<file path="src/hdl/wdt_defs.svh">
// Watchdog timer register map, field positions, reset values and counts
// Operation
// - The watchdog is a 14-bit down-counter stepped by count-source ticks, with count source protection on or off.
// - With protection off the ticks come from the CPU clock, with it on from the low-speed oscillator.
// - The refresh window field sets the refresh period as 25%, 50%, 75% or 100% of the full count period.
// - An erased option byte reads as all ones, selecting every default.
// - The counter can start in one of two selectable ways.
// - The underflow period field loads 03FFh, 0FFFh, 1FFFh or 3FFFh into the counter.
// - Counting starts either by itself after reset or on a write to the start register.
// - Writing 00h then FFh to the refresh register inside the window reloads the counter, as do reset and underflow.
// - Without protection the counter halts in low-power modes; with protection it keeps counting in low-power modes.
`ifndef WDT_DEFS_SVH
`define WDT_DEFS_SVH

// Register offsets
`define WDT_OPT_OFFSET 16'hffdb
`define WDT_CTRL_OFFSET 16'h0010
`define WDT_REFRESH_OFFSET 16'h0011
`define WDT_START_OFFSET 16'h0012
`define WDT_STATUS_OFFSET 16'h0013
`define WDT_MASK_OFFSET 16'h0014
`define WDT_CNT_LO_OFFSET 16'h0015
`define WDT_CNT_HI_OFFSET 16'h0016

// Option byte fields
`define WDT_UFS_LSB 0
`define WDT_RCS_LSB 2
`define WDT_OPT_RESET 8'hff

// Control fields
`define WDT_CTRL_PROTECT 0
`define WDT_CTRL_EVT_RESET 1
`define WDT_CTRL_AUTO 2

// Status and mask fields
`define WDT_ST_UNDERFLOW 0
`define WDT_ST_REFRESH 1
`define WDT_ST_WIN_ERR 2

// Counter load values
`define WDT_INIT_03FF 14'h03ff
`define WDT_INIT_0FFF 14'h0fff
`define WDT_INIT_1FFF 14'h1fff
`define WDT_INIT_3FFF 14'h3fff

// Refresh sequence bytes
`define WDT_REFRESH_ARM 8'h00
`define WDT_REFRESH_FIRE 8'hff

// Counts
`define WDT_CPU_DIV 16
`define WDT_BOOT_DONE 2'h3

`endif

</file>
<file path="src/hdl/wdt_pkg.sv">
// Watchdog timer shared types
package wdt_pkg;
  typedef logic [13:0] wdt_count_t;
  typedef enum logic [1:0] {win_quarter, win_half, win_three_quarter, win_full} win_sel_e;
endpackage

</file>
<file path="src/hdl/wdt_tick_if.sv">
// Count-source tick carrier between counter and tick generator
`timescale 1ns/1ps
`default_nettype none
interface wdt_tick_if;
  logic tick;
  logic protect;
  logic halt;
  modport gen (output tick, input protect, input halt);
  modport use_tick (input tick, output protect, output halt);
endinterface
`default_nettype wire

</file>
<file path="src/hdl/wdt_tick_gen.sv">
// Count-source tick generator: CPU prescaler or synchronised oscillator
`timescale 1ns/1ps
`default_nettype none
`include "wdt_defs.svh"
module wdt_tick_gen import wdt_pkg::*; #(
  parameter int CPU_DIV = `WDT_CPU_DIV
) (
  // Clock and reset
  input wire logic clock,
  input wire logic resetn,
  input wire logic clock_en,
  // Low-speed oscillator pin
  input wire logic lsosc_pin,
  // Tick carrier
  wdt_tick_if.gen tif
);
  logic lsosc_s1, lsosc_s2, lsosc_s3;
  logic [7:0] pre;
  wire pre_hit = (pre == 8'(CPU_DIV - 1));
  wire osc_rise = lsosc_s2 && !lsosc_s3;

  // Oscillator synchroniser; only s2 and s3 feed the edge detect
  always_ff @(posedge clock or negedge resetn) begin
    if (!resetn) begin
      lsosc_s1 <= 1'b0;
      lsosc_s2 <= 1'b0;
      lsosc_s3 <= 1'b0;
    end else if (clock_en) begin
      lsosc_s1 <= lsosc_pin;
      lsosc_s2 <= lsosc_s1;
      lsosc_s3 <= lsosc_s2;
    end
  end

  // CPU clock prescaler
  always_ff @(posedge clock or negedge resetn) begin
    if (!resetn) pre <= 8'h00;
    else if (clock_en) pre <= pre_hit ? 8'h00 : pre + 8'h01;
  end

  // Source select and low-power gating; protection ignores halt
  assign tif.tick = tif.protect ? osc_rise : (pre_hit && !tif.halt);
endmodule
`default_nettype wire

</file>
<file path="src/hdl/watchdog_timer.sv">
// Watchdog timer: option byte, 14-bit counter, refresh window, events
`timescale 1ns/1ps
`default_nettype none
`include "wdt_defs.svh"
module watchdog_timer import wdt_pkg::*; #(
  parameter int CPU_DIV = `WDT_CPU_DIV
) (
  // Clock, reset, freeze
  input wire logic clock,
  input wire logic resetn,
  input wire logic clock_en,
  // Register port
  input wire logic [15:0] addr,
  input wire logic [7:0] wdata,
  input wire logic wr_stb,
  input wire logic rd_stb,
  output logic [7:0] rdata,
  // Flash programming and power state
  input wire logic prog_en,
  input wire logic low_power,
  // Pins: oscillator and reset straps
  input wire logic lsosc_pin,
  input wire logic start_auto_strap,
  input wire logic protect_strap,
  // Events
  output logic irq,
  output logic wdt_reset_req
);
  wdt_tick_if tif ();

  logic [7:0] watchdog_option_byte;
  logic protect, evt_reset, auto_start;
  logic running, armed;
  wdt_count_t count, next_count;
  logic [2:0] status, mask;
  logic [1:0] boot;
  logic auto_s1, auto_s2, prot_s1, prot_s2;

  // Address decode
  wire wr_opt = wr_stb && addr == `WDT_OPT_OFFSET && prog_en;
  wire wr_ctrl = wr_stb && addr == `WDT_CTRL_OFFSET;
  wire wr_refresh = wr_stb && addr == `WDT_REFRESH_OFFSET;
  wire wr_start = wr_stb && addr == `WDT_START_OFFSET;
  wire wr_mask = wr_stb && addr == `WDT_MASK_OFFSET;
  wire rd_status = rd_stb && addr == `WDT_STATUS_OFFSET;

  // Option fields and counter load value
  wire [1:0] ufs = watchdog_option_byte[`WDT_UFS_LSB +: 2];
  win_sel_e rcs;
  assign rcs = win_sel_e'(watchdog_option_byte[`WDT_RCS_LSB +: 2]);
  wire wdt_count_t init_value = (ufs == 2'h0) ? `WDT_INIT_03FF :
                               (ufs == 2'h1) ? `WDT_INIT_0FFF :
                               (ufs == 2'h2) ? `WDT_INIT_1FFF : `WDT_INIT_3FFF;

  // Window limit: refresh taken only in the last part of the period
  wire wdt_count_t quarter = init_value >> 2;
  wire wdt_count_t half = init_value >> 1;
  wire wdt_count_t win_limit = (rcs == win_quarter) ? quarter :
                              (rcs == win_half) ? half :
                              (rcs == win_three_quarter) ? init_value - quarter : init_value;
  wire in_window = count <= win_limit;

  // Sequence and event decode
  wire fire = wr_refresh && wdata == `WDT_REFRESH_FIRE && armed && running;
  wire refresh_go = fire && in_window;
  wire refresh_bad = fire && !in_window;
  wire uf_go = running && tif.tick && count == 14'h0000;
  wire boot_now = boot == `WDT_BOOT_DONE - 2'h1;
  wire start_go = (wr_start && !running) || (boot_now && auto_s2);
  wire [2:0] events = {refresh_bad, refresh_go, uf_go};

  // Counter next value: reload beats decrement
  assign next_count = (start_go || refresh_go || uf_go) ? init_value :
                      (running && tif.tick) ? count - 14'h0001 : count;

  assign tif.protect = protect;
  assign tif.halt = low_power;

  wdt_tick_gen #(.CPU_DIV(CPU_DIV)) u_tick (
    .clock(clock),
    .resetn(resetn),
    .clock_en(clock_en),
    .lsosc_pin(lsosc_pin),
    .tif(tif)
  );

  // Option byte; erased state is all ones, written only when programming
  always_ff @(posedge clock or negedge resetn) begin
    if (!resetn) watchdog_option_byte <= `WDT_OPT_RESET;
    else if (clock_en && wr_opt) watchdog_option_byte <= wdata;
  end

  // Strap synchronisers
  always_ff @(posedge clock or negedge resetn) begin
    if (!resetn) begin
      auto_s1 <= 1'b0;
      auto_s2 <= 1'b0;
      prot_s1 <= 1'b0;
      prot_s2 <= 1'b0;
    end else if (clock_en) begin
      auto_s1 <= start_auto_strap;
      auto_s2 <= auto_s1;
      prot_s1 <= protect_strap;
      prot_s2 <= prot_s1;
    end
  end

  // Boot counter waits out the synchroniser before straps are caught
  always_ff @(posedge clock or negedge resetn) begin
    if (!resetn) boot <= 2'h0;
    else if (clock_en && boot != `WDT_BOOT_DONE) boot <= boot + 2'h1;
  end

  // Control: protection can be set but never cleared by software
  always_ff @(posedge clock or negedge resetn) begin
    if (!resetn) begin
      protect <= 1'b0;
      evt_reset <= 1'b0;
      auto_start <= 1'b0;
    end else if (clock_en) begin
      if (boot_now) begin
        protect <= prot_s2;
        auto_start <= auto_s2;
      end else if (wr_ctrl) begin
        protect <= protect | wdata[`WDT_CTRL_PROTECT];
        evt_reset <= wdata[`WDT_CTRL_EVT_RESET];
      end
    end
  end

  // Run flag and refresh arming; any other refresh byte disarms
  always_ff @(posedge clock or negedge resetn) begin
    if (!resetn) begin
      running <= 1'b0;
      armed <= 1'b0;
    end else if (clock_en) begin
      if (start_go) running <= 1'b1;
      if (wr_refresh) armed <= wdata == `WDT_REFRESH_ARM;
    end
  end

  // Counter
  always_ff @(posedge clock or negedge resetn) begin
    if (!resetn) count <= `WDT_INIT_3FFF;
    else if (clock_en) count <= next_count;
  end

  // Sticky status: a new event wins over the read clear
  always_ff @(posedge clock or negedge resetn) begin
    if (!resetn) status <= 3'h0;
    else if (clock_en) status <= (rd_status ? 3'h0 : status) | events;
  end

  always_ff @(posedge clock or negedge resetn) begin
    if (!resetn) mask <= 3'h0;
    else if (clock_en && wr_mask) mask <= wdata[2:0];
  end

  // Reset request; protection forces reset regardless of select
  always_ff @(posedge clock or negedge resetn) begin
    if (!resetn) wdt_reset_req <= 1'b0;
    else if (clock_en) wdt_reset_req <= uf_go && (protect || evt_reset);
  end

  // Interrupt only when reset is not chosen for underflow; other causes still interrupt
  wire uf_to_reset = protect || evt_reset;
  wire [2:0] irq_src = status & mask & {2'h3, !uf_to_reset};
  assign irq = |irq_src;

  // Read mux; unmapped addresses read zero
  wire [7:0] rd_mux =
    (addr == `WDT_OPT_OFFSET) ? watchdog_option_byte :
    (addr == `WDT_CTRL_OFFSET) ? {5'h00, auto_start, evt_reset, protect} :
    (addr == `WDT_STATUS_OFFSET) ? {5'h00, status} :
    (addr == `WDT_MASK_OFFSET) ? {5'h00, mask} :
    (addr == `WDT_CNT_LO_OFFSET) ? count[7:0] :
    (addr == `WDT_CNT_HI_OFFSET) ? {2'h0, count[13:8]} : 8'h00;

  // Read data valid only in the cycle after the strobe
  always_ff @(posedge clock or negedge resetn) begin
    if (!resetn) rdata <= 8'h00;
    else if (clock_en) rdata <= rd_stb ? rd_mux : 8'h00;
  end
endmodule
`default_nettype wire

</file>
<file path="config.mk">
export PLATFORM = sky130hd
export DESIGN_NAME = watchdog_timer
export DESIGN_NICKNAME = d
export VERILOG_FILES = /design/src/hdl/wdt_pkg.sv /design/src/hdl/wdt_tick_if.sv /design/src/hdl/wdt_tick_gen.sv /design/src/hdl/watchdog_timer.sv
export VERILOG_INCLUDE_DIRS = /design/src /design/src/hdl
export SDC_FILE = /design/constraint.sdc
export NUM_CORES = 1
export LEC_CHECK = 0
export BUFFER_PORTS_ARGS = -buffer_cell sky130_fd_sc_hd__buf_2
export CORE_MARGIN = 2
export CORE_UTILIZATION = 55
export CTS_CLUSTER_SIZE = 8
export DETAILED_ROUTE_END_ITERATION = 8
export GPL_TIMING_DRIVEN = 0
export PLACE_DENSITY_LB_ADDON = 0.08
export SLEW_MARGIN = 20
export SYNTH_ARGS = -nofsm -noshare
export SYNTH_HDL_FRONTEND = slang
export SYNTH_HIERARCHICAL = 1
export SYNTH_SLANG_ARGS = --single-unit
export TNS_END_PERCENT = 100
</file>
<file path="constraint.sdc">
create_clock -name clock -period 4.05 [get_ports clock]
set_input_delay 0.81 -clock clock [delete_from_list [all_inputs] [get_ports clock]]
set_output_delay 0.81 -clock clock [all_outputs]
set_load 0.005 [all_outputs]
</file>
==> results.sh, run 1 <==
export IMPL_wirelength_um=9380
export IMPL_row_count=30
export IMPL_antennaDiodeCount=0
export IMPL_synth_seq_cells=59
export IMPL_fin_area_sq_um=4310
export IMPL_clkPwrFrac_pct=29.6
export IMPL_comb_power_share_pct=25.7
export IMPL_setup_viol=0
export IMPL_crit_start="watchdog_option_byte[2]"
export IMPL_p_sw_share_pct=34.8
export IMPL_avgViaCountPerCell=6.23
export IMPL_drtIter0Drc=264
export IMPL_pin_count=44
export IMPL_period_needed_ns=3.49
export IMPL_nNetsFinal=501
export IMPL_drc=0
export IMPL_grt_pass1_vias=3119
export IMPL_placed_cells_incl_taps=514
export IMPL_path_clk_slew_ns=0.07
export IMPL_ys_warnings_count=6
export IMPL_final_common_cell="buf_2"
export IMPL_r2r_end="count[7]"
export IMPL_cts_buffers=9
export IMPL_cts_hold_buf=0
export IMPL_power_density_nw_per_um2=476
export IMPL_critPathMaxFanout=10
export IMPL_grt_overflow=0
export IMPL_peakVddDrop_v=0.000358
export IMPL_place_ws_ns=0.630
export IMPL_crit_path_cell_trace="clkbuf_1 > inv_1 > nand2_1 > inv_1 > ha_1 > and4_1 > o21ai_0 > a311oi_1 > o31a_1 > o21bai_4 > buf_8 > nor2_1 > a41oi_1"
export IMPL_post_cts_resized=0
export IMPL_placed_area_sq_um=4080
export IMPL_cts_tree="yes"
export IMPL_ant_nets=0
export IMPL_syn_nets=450
export IMPL_skew_ns=0.00861
export IMPL_synth_distinct_cells=66
export IMPL_yosysSeqAreaShare_pct=39.8
export IMPL_crit_path_end_kind="register"
export IMPL_layout_cells_non_filler=530
export IMPL_syn_inst=394
export IMPL_synth_edff_count=0
export IMPL_hold_path_class="register to register"
export IMPL_post_cts_setup_buffers=0
export IMPL_r2r_start="watchdog_option_byte[2]"
export IMPL_worstMarginPinSlew_ns=0.735
export IMPL_cts_root_buf="clkbuf_8"
export IMPL_synth_ff_type="dfrtp_1"
export IMPL_grt_max_degree=60
export IMPL_cp_slowest_stage_delay_ns=0.52
export IMPL_cp_data_required_time_ns=4.29
export IMPL_max_slew_margin_rel_pct=51.0
export IMPL_dp_hpwl_um=6940
export IMPL_cts_sink_count=59
export IMPL_crit_type="register to register"
export IMPL_power_frac_seq_pct=44.7
export IMPL_die_width_um=86.9
export IMPL_drtPass1Iterations=5
export IMPL_numPortBuffers=40
export IMPL_crit_end="count[7]"
export IMPL_rsz0062_at_grt="false"
export IMPL_cpMostUsedCell="inv_1"
export IMPL_clock_path_buffers=2
export IMPL_vias=3300
export IMPL_worstSkewPairLatency_ns=0.34
export IMPL_antenna_found_initial=0
export IMPL_syn_area_sq_um=3780
export IMPL_synth_async_reset_ratio_pct=100
export IMPL_fill_cells=586
export IMPL_worst_slack_ns=0.561
export IMPL_final_cell_mix="buf_2 (43), dfrtp_1 (37), nand2_1 (34), ha_1 (22), dfstp_2 (22)"
export IMPL_crit_buf_inv=4
export IMPL_path_delay_family="compound AO/OA/AOI/OAI gates"
export IMPL_crit_slowest_cell="dfstp_2"
export IMPL_die_height_um=86.9
export IMPL_grt_pass1_wl_um=15300
export IMPL_grt_use_total_pct=26.2
export IMPL_hold_viol=0
export IMPL_cap_violations=0
export IMPL_worst_setup_path_start_kind="register"
export IMPL_drive_gt1_share_pct=26.9
export IMPL_die_area_sq_um=7550
export IMPL_fmax_mhz=287
export IMPL_wl_per_cell_um=17.7
export IMPL_worst_path_stages=13
export IMPL_initial_core_util_pct=56.2
export IMPL_r2r_cells=13
export IMPL_syn_avg_cell_area_sq_um=9.59
export IMPL_maxSlewViolCount=0
export IMPL_coreArea_sq_um=6720
export IMPL_finalWeightedCongestion=0.944
export IMPL_ctsHtreeMaxLevel=3
export IMPL_regToRegSetupSlack_ns=0.56
export IMPL_fin_crit_sh_pct=86.1
export IMPL_worstPathArrival_ns=3.73
export IMPL_p_int_uw=1340
export IMPL_power_leakage_uw=0.00196
export IMPL_status="complete, no violations"
export IMPL_area_growth_pct=14.2
export IMPL_p_sw_uw=714
export IMPL_setup_tns_ns=0
[metal layers]
layer  track usage [%]  vias to the layer above  part of all wire [%]
li1                  -                     1576                     -
met1              36.1                     1600                    45
met2              40.5                       99                    47
met3              5.40                       25                   5.3
met4              10.2                        0                   2.4
met5                 0                        -                     0
[power groups by stage]
stage | registers, uW | logic [uW] | clock network, uW
after CTS | 914 | 527 | 617
final | 919 | 527 | 608
after global placement | 916 | 503 | 0
after floorplan | 850 | 398 | 0
after global routing | 933 | 593 | 639
after detailed placement | 924 | 524 | 0
[through the flow]
stage | utilization (%) | hold WS, ns | power [uW]
CTS | 64.1 | 0.497 | 2060
global placement | 60.7 | 0.467 | 1420
detailed placement | 60.7 | 0.480 | 1450
floorplan | - | 0.449 | 1250
global route | 64.2 | 0.522 | 2170
finish | 64.2 | 0.494 | 2050
[synth_stat cells (all sizes together), types with 4 or more instances]
| cell | instances | area (sq um) |
|---|---|---|
| o21ai | 21 | 120 |
| inv | 16 | 60.1 |
| a21oi | 21 | 105 |
| and2 | 4 | 25.0 |
| o221ai | 4 | 35.0 |
| and3 | 5 | 31.3 |
| nor4 | 13 | 103 |
| nor3 | 15 | 85.1 |
| mux2 | 18 | 203 |
| nand3 | 13 | 65.1 |
| nand2 | 34 | 128 |
| o22ai | 9 | 56.3 |
| ha | 22 | 275 |
| a21o | 5 | 37.5 |
| clkbuf | 12 | 45.0 |
| nand4 | 16 | 119 |
| mux2i | 4 | 40.0 |
| nand2b | 9 | 56.3 |
| dfstp | 22 | 578 |
| a22oi | 4 | 30.0 |
| nor2b | 11 | 68.8 |
| buf | 7 | 53.8 |
| nor2 | 21 | 78.8 |
| dfrtp | 37 | 926 |
[logic make-up after synthesis]
group,Yosys count,synth area share [%]
AND/OR/NAND/NOR,158,23.7
AO/OA/AOI/OAI,92,17.2
flip-flops,59,39.8
buffers and inverters,35,4.21
multiplexers,22,6.42
adder cells (fa/ha/maj),22,7.28
XOR/XNOR,6,1.39
[worst min-delay path: cells and delay by family (launching register included)]
kind	cells	cell delay, ns
flops	1	0.35
compound gates	1	0.06
simple gates	1	0.05
[registers in the layout, indices dropped and copies added (netlist names), 2 cells and up]
signal,flops
count,14
rdata,8
u_tick/pre,8
watchdog_option_byte,8
mask,3
status,3
boot,2
[layout make-up]
cell class / count / area (sq um) / share of cell area (%)
Buffer: 19 / 98.8 / 2.29
Multi-Input combinational cell: 300 / 2120 / 49.2
Tap cell: 80 / 100 / 2.32
Timing Repair Buffer: 40 / 203 / 4.70
Clock inverter: 6 / 88.8 / 2.06
Sequential cell: 59 / 1500 / 34.9
Inverter: 16 / 60.1 / 1.39
Clock buffer: 10 / 138 / 3.19
[worst min path at each step]
stage                       start             to  slack (ns)  cells after the start
floorplan                   armed          armed        0.45                      2
finish                      armed          armed        0.49                      2
global placement            armed          armed        0.47                      2
detailed placement          armed          armed        0.48                      2
global route        u_tick/pre[7]  u_tick/pre[7]        0.52                      1
CTS                         armed          armed        0.50                      2
(Power assumes the default switching activity.)
==> run 2, diff against run 1 <==
--- a/config.mk
+++ b/config.mk
@@ -7,8 +7,10 @@
 export NUM_CORES = 1
 export LEC_CHECK = 0
 export BUFFER_PORTS_ARGS = -buffer_cell sky130_fd_sc_hd__buf_2
+export CELL_PAD_IN_SITES_DETAIL_PLACEMENT = 2
+export CELL_PAD_IN_SITES_GLOBAL_PLACEMENT = 2
 export CORE_MARGIN = 2
-export CORE_UTILIZATION = 55
+export CORE_UTILIZATION = 37
 export CTS_CLUSTER_SIZE = 8
 export DETAILED_ROUTE_END_ITERATION = 8
 export GPL_TIMING_DRIVEN = 0
==> run 2 against run 1 <==
Net effect:
- global-route usage decreased by 2.9 points
- sequential share of layout area decreased by 0.48 points
- routed wire length up 27%
- via count rose by 2.3%
- clock-buffer cell count up 1
- cell area grew 1.4%
- power increased by 0.95%
- clock skew rose by 0.0056 ns
- die area increased by 46%
- clock power down 1%
- register-to-register slack lost 0.08 ns
==> results.sh, run 2 (same netlist as run 1, synthesis figures left out) <==
export IMPL_peakVddDrop_v=0.000200
export IMPL_grt_use_total_pct=23.3
export IMPL_drtPass1Iterations=4
export IMPL_crit_path_cell_trace="clkbuf_1 > inv_1 > nand2_1 > inv_1 > ha_1 > and4_1 > o21ai_0 > a311oi_1 > o31a_1 > o21bai_4 > buf_8 > o41ai_1 > a41oi_1"
export IMPL_die_width_um=105
export IMPL_top_register="count"
export IMPL_ctsHtreeMaxLevel=3
export IMPL_fin_total_pwr_uw=2070
export IMPL_cts_hold_buf=0
export IMPL_cp_slowest_stage_delay_ns=0.52
export IMPL_grt_pass1_wl_um=19900
export IMPL_grt_overflow=0
export IMPL_cap_violations=0
export IMPL_final_cell_mix="buf_2 (43), dfrtp_1 (37), nand2_1 (34), ha_1 (22), dfstp_2 (22)"
export IMPL_power_leakage_uw=0.00197
export IMPL_power_density_nw_per_um2=474
export IMPL_initial_core_util_pct=38.3
export IMPL_maxSlewViolCount=0
export IMPL_cpMostUsedCell="inv_1"
export IMPL_path_delay_family="compound AO/OA/AOI/OAI gates"
export IMPL_worstPathArrival_ns=3.82
export IMPL_regToRegSetupSlack_ns=0.48
export IMPL_crit_slowest_cell="dfstp_2"
export IMPL_antennaDiodeCount=0
export IMPL_die_height_um=105
export IMPL_largest_reg_flops=14
export IMPL_fill_cells=1078
export IMPL_holdWs_ns=0.493
export IMPL_hold_path_class="register to register"
export IMPL_critPathMaxFanout=10
export IMPL_period_needed_ns=3.57
export IMPL_cts_sink_count=59
export IMPL_avgViaCountPerCell=5.78
export IMPL_pin_count=44
export IMPL_coreArea_sq_um=9860
export IMPL_dp_hpwl_um=9010
export IMPL_status="complete, no violations"
export IMPL_cts_root_buf="clkbuf_8"
export IMPL_grt_pass1_vias=3695
export IMPL_worstMarginPinSlew_ns=0.769
export IMPL_antenna_found_initial=0
export IMPL_vias=3375
export IMPL_rsz0062_at_grt="false"
export IMPL_die_area_sq_um=11000
export IMPL_cts_tree="yes"
export IMPL_crit_buf_inv=4
export IMPL_worstSkewPairLatency_ns=0.35
export IMPL_path_clk_slew_ns=0.08
export IMPL_row_count=36
export IMPL_nNetsFinal=502
export IMPL_hold_viol=0
export IMPL_grt_max_degree=60
export IMPL_drc=0
export IMPL_ant_nets=0
export IMPL_drtIter0Drc=152
export IMPL_area_growth_pct=15.8
export IMPL_fin_crit_sh_pct=88.1
export IMPL_worst_setup_path_start_kind="register"
export IMPL_setup_viol=0
export IMPL_drive_gt1_share_pct=26.8
export IMPL_max_slew_margin_rel_pct=48.7
export IMPL_cts_buffers=9
export IMPL_finalWeightedCongestion=0.803
export IMPL_crit_type="register to register"
export IMPL_wl_per_cell_um=20.5
export IMPL_cp_data_required_time_ns=4.30
export IMPL_finish_utilization_pct=44.3
export IMPL_fmax_mhz=280
export IMPL_clock_path_buffers=2
export IMPL_setup_tns_ns=0
export IMPL_wirelength_um=12000
export IMPL_skew_ns=0.0142
export IMPL_final_common_cell="buf_2"
export IMPL_crit_path_end_kind="register"
export IMPL_numPortBuffers=40
[run 2: metal layers]
| metal | GRT usage (%) | part of all wire (%) |
|---|---|---|
| met5 | 0 | 0 |
| met4 | 6.57 | 1.5 |
| met3 | 3.37 | 3.1 |
| met2 | 39.5 | 50 |
| met1 | 31.0 | 45 |
[run 2: power breakdown]
group	total, uW	internal [uW]	switching (uW)
clock	599	346	253
sequential	927	737	190
combinational	547	242	305
[run 2: worst paths after layout]
path	start	endpoint	depth (start not counted)
setup / recovery	watchdog_option_byte[2]	count[9]	13
hold / removal	u_tick/pre[7]	u_tick/pre[7]	1
setup reg to reg	watchdog_option_byte[2]	count[9]	13
hold reg to reg	u_tick/pre[7]	u_tick/pre[7]	1
max in group asynchronous	resetn	status[0]	1
min in group asynchronous	resetn	u_tick/pre[4]	1
[run 2: final cells by class]
cell class | instances | area, sq um | share of cell area [%]
Clock inverter | 5 | 78.8 | 1.80
Buffer | 19 | 98.8 | 2.26
Tap cell | 133 | 166 | 3.80
Timing Repair Buffer | 41 | 210 | 4.81
Sequential cell | 59 | 1500 | 34.4
Inverter | 16 | 60.1 | 1.37
Multi-Input combinational cell | 300 | 2120 | 48.6
Clock buffer | 11 | 131 | 3.00
[run 2: repair_timing]
action,CTS,global route
setup buffers,0,0
gates resized for setup,0,1
endpoints found under the setup margin,0,2
[run 2: stage by stage]
stage / setup WS (ns) / instance area (sq um) / instances
3_3_place_gp: 0.412 / 4150 / 567
2_1_floorplan: 1.21 / 3780 / 394
5_1_grt: 0.128 / 4370 / 584
3_5_place_dp: 0.391 / 4160 / 568
4_1_cts: 0.352 / 4370 / 584
6_report: 0.481 / 4370 / 584
[run 2: worst register-to-register path, stage by stage, from the launching register on]
cell	delay, ns
dfstp_2	0.52
clkbuf_1	0.32
inv_1	0.17
nand2_1	0.21
inv_1	0.18
ha_1	0.35
and4_1	0.21
o21ai_0	0.10
a311oi_1	0.32
o31a_1	0.34
o21bai_4	0.12
buf_8	0.15
o41ai_1	0.36
a41oi_1	0.09
==> run 3, diff against run 2 <==
--- a/config.mk
+++ b/config.mk
@@ -10,7 +10,8 @@
 export CELL_PAD_IN_SITES_DETAIL_PLACEMENT = 2
 export CELL_PAD_IN_SITES_GLOBAL_PLACEMENT = 2
 export CORE_MARGIN = 2
-export CORE_UTILIZATION = 37
+export CORE_UTILIZATION = 40
+export CTS_BUF_LIST = sky130_fd_sc_hd__clkbuf_16
 export CTS_CLUSTER_SIZE = 8
 export DETAILED_ROUTE_END_ITERATION = 8
 export GPL_TIMING_DRIVEN = 0
==> constraint.sdc (replaced) <==
create_clock -name clock -period 4.65 [get_ports clock]
set_input_delay 0.93 -clock clock [delete_from_list [all_inputs] [get_ports clock]]
set_output_delay 0.93 -clock clock [all_outputs]
set_load 0.005 [all_outputs]
==> run 3 against run 2 <==
Net effect:
- sequential share of layout area down 0.30 points
- power decreased by 5.8%
- register-to-register slack better by 0.46 ns
- largest cell class unchanged
==> results.sh, run 3 (same netlist as run 1, synthesis figures left out) <==
export IMPL_status="complete, no violations"
export IMPL_critPathMaxFanout=10
export IMPL_wirelength_um=12600
export IMPL_ant_nets=0
export IMPL_r2r_start="watchdog_option_byte[2]"
export IMPL_die_width_um=101
export IMPL_min_from="u_tick/pre[7]"
export IMPL_die_height_um=101
export IMPL_p_int_uw=1260
export IMPL_cts_sink_count=59
export IMPL_post_cts_setup_buffers=0
export IMPL_period_needed_ns=3.71
export IMPL_maxSlewViolCount=0
export IMPL_final_common_cell="buf_2"
export IMPL_r2r_cells=13
export IMPL_crit_path_end_kind="register"
export IMPL_fill_cells=1032
export IMPL_cts_hold_buf=0
export IMPL_cp_data_required_time_ns=4.86
export IMPL_antennaDiodeCount=0
export IMPL_path_clk_slew_ns=0.06
export IMPL_row_count=35
export IMPL_worst_setup_path_start_kind="register"
export IMPL_finalWeightedCongestion=0.842
export IMPL_grt_pass1_vias=3788
export IMPL_grt_pass1_wl_um=20600
export IMPL_largest_reg_flops=14
export IMPL_antenna_found_initial=0
export IMPL_skew_ns=0.00712
export IMPL_dp_hpwl_um=9300
export IMPL_hold_path_class="register to register"
export IMPL_setup_tns_ns=0
export IMPL_rsz0062_at_grt="false"
export IMPL_worstSkewPairLatency_ns=0.33
export IMPL_regToRegSetupSlack_ns=0.94
export IMPL_grt_use_total_pct=26.6
export IMPL_vias=3412
export IMPL_drc=0
export IMPL_numPortBuffers=40
export IMPL_wl_per_cell_um=22.5
export IMPL_final_cell_mix="buf_2 (43), dfrtp_1 (37), nand2_1 (34), ha_1 (22), dfstp_2 (22)"
export IMPL_cap_violations=0
export IMPL_coreArea_sq_um=9200
export IMPL_p_sw_share_pct=35.3
export IMPL_clkPwrFrac_pct=33.5
export IMPL_fmax_mhz=270
export IMPL_power_density_nw_per_um2=443
export IMPL_fin_total_pwr_uw=1950
export IMPL_initial_core_util_pct=41.1
export IMPL_grt_overflow=0
export IMPL_worstPathArrival_ns=3.92
export IMPL_peakVddDrop_v=0.000189
export IMPL_r2r_end="count[9]"
export IMPL_ctsHtreeMaxLevel=3
export IMPL_top_register="count"
export IMPL_drtIter0Drc=161
export IMPL_post_cts_resized=0
export IMPL_drive_gt1_share_pct=26.4
export IMPL_setup_viol=0
export IMPL_cts_root_buf="clkbuf_16"
export IMPL_power_frac_seq_pct=41.4
export IMPL_max_slew_margin_rel_pct=40.9
export IMPL_area_growth_pct=16.8
export IMPL_cts_tree="yes"
export IMPL_hold_viol=0
export IMPL_worstMarginPinSlew_ns=0.879
export IMPL_holdPathStages=1
export IMPL_cts_buffers=9
export IMPL_crit_type="register to register"
export IMPL_pin_count=44
export IMPL_p_sw_uw=690
export IMPL_min_to="u_tick/pre[7]"
export IMPL_nNetsFinal=501
export IMPL_die_area_sq_um=10200
export IMPL_grt_max_degree=60
export IMPL_comb_power_share_pct=25.1
export IMPL_clock_path_buffers=2
export IMPL_fin_crit_sh_pct=79.7
export IMPL_avgViaCountPerCell=6.08
export IMPL_drtPass1Iterations=4
export IMPL_power_leakage_uw=0.00200
run 3: cell types whose count changed in the layout (fill, tap and decap cells not counted), sizes merged:
cell	before	now
inv	16	17
clkbuf	23	21
bufinv	2	1
clkinv	3	5
buf	48	47
run 3: how the worst max path moves through the flow:
stage	startpoint	to	cells past startpoint	slack, ns
3_5_place_dp	watchdog_option_byte[2]	count[9]	13	0.95
6_report	watchdog_option_byte[2]	count[9]	13	0.94
2_1_floorplan	addr[12]	count[6]	8	1.80
4_1_cts	watchdog_option_byte[2]	count[9]	13	0.92
3_3_place_gp	addr[1]	watchdog_option_byte[3]	6	1.00
5_1_grt	watchdog_option_byte[2]	count[7]	13	0.65
run 3: power groups by stage:
stage | combinational [uW] | clock, uW | sequential (uW)
2_1_floorplan | 347 | 0 | 741
3_3_place_gp | 446 | 0 | 809
3_5_place_dp | 483 | 0 | 818
4_1_cts | 491 | 668 | 809
5_1_grt | 546 | 687 | 825
6_report | 490 | 654 | 809
run 3: worst max-delay path: stages (launching register included):
cell and delay [ns]:
dfstp_2 0.51, clkbuf_1 0.33, inv_1 0.18, nand2_1 0.20, inv_1 0.17, ha_1 0.34, and4_1 0.21, o21ai_0 0.09
a311oi_1 0.34, o31a_1 0.33, o21bai_4 0.13, buf_8 0.16, nor2_1 0.40, a41oi_1 0.20
run 3: per-stage QoR:
step	cell area [sq um]	utilization [%]	setup slack (ns)	hold slack, ns	std cells
2_1_floorplan	3780	-	1.80	0.449	394
4_1_cts	4410	48.0	0.921	0.493	561
3_5_place_dp	4130	44.9	0.952	0.485	545
3_3_place_gp	4120	44.8	1.00	0.465	545
6_report	4410	48.0	0.943	0.495	561
5_1_grt	4410	48.0	0.649	0.524	561
run 3: area by class of cell:
cell class,instances,area [sq um],share of cell area (%)
Clock buffer,9,225,5.10
Clock inverter,7,61.3,1.39
Sequential cell,59,1500,34.1
Tap cell,111,139,3.15
Timing Repair Buffer,40,203,4.59
Buffer,19,98.8,2.24
Multi-Input combinational cell,300,2120,48.1
Inverter,16,60.1,1.36
run 3: layer usage:
layer  up-vias  GRT usage (%)  share of wire, %
met3        15           4.07               3.7
li1       1573              -                 -
met4         0           7.69               1.5
met2        71           47.0                52
met5         -              0                 0
met1      1753           33.8                43
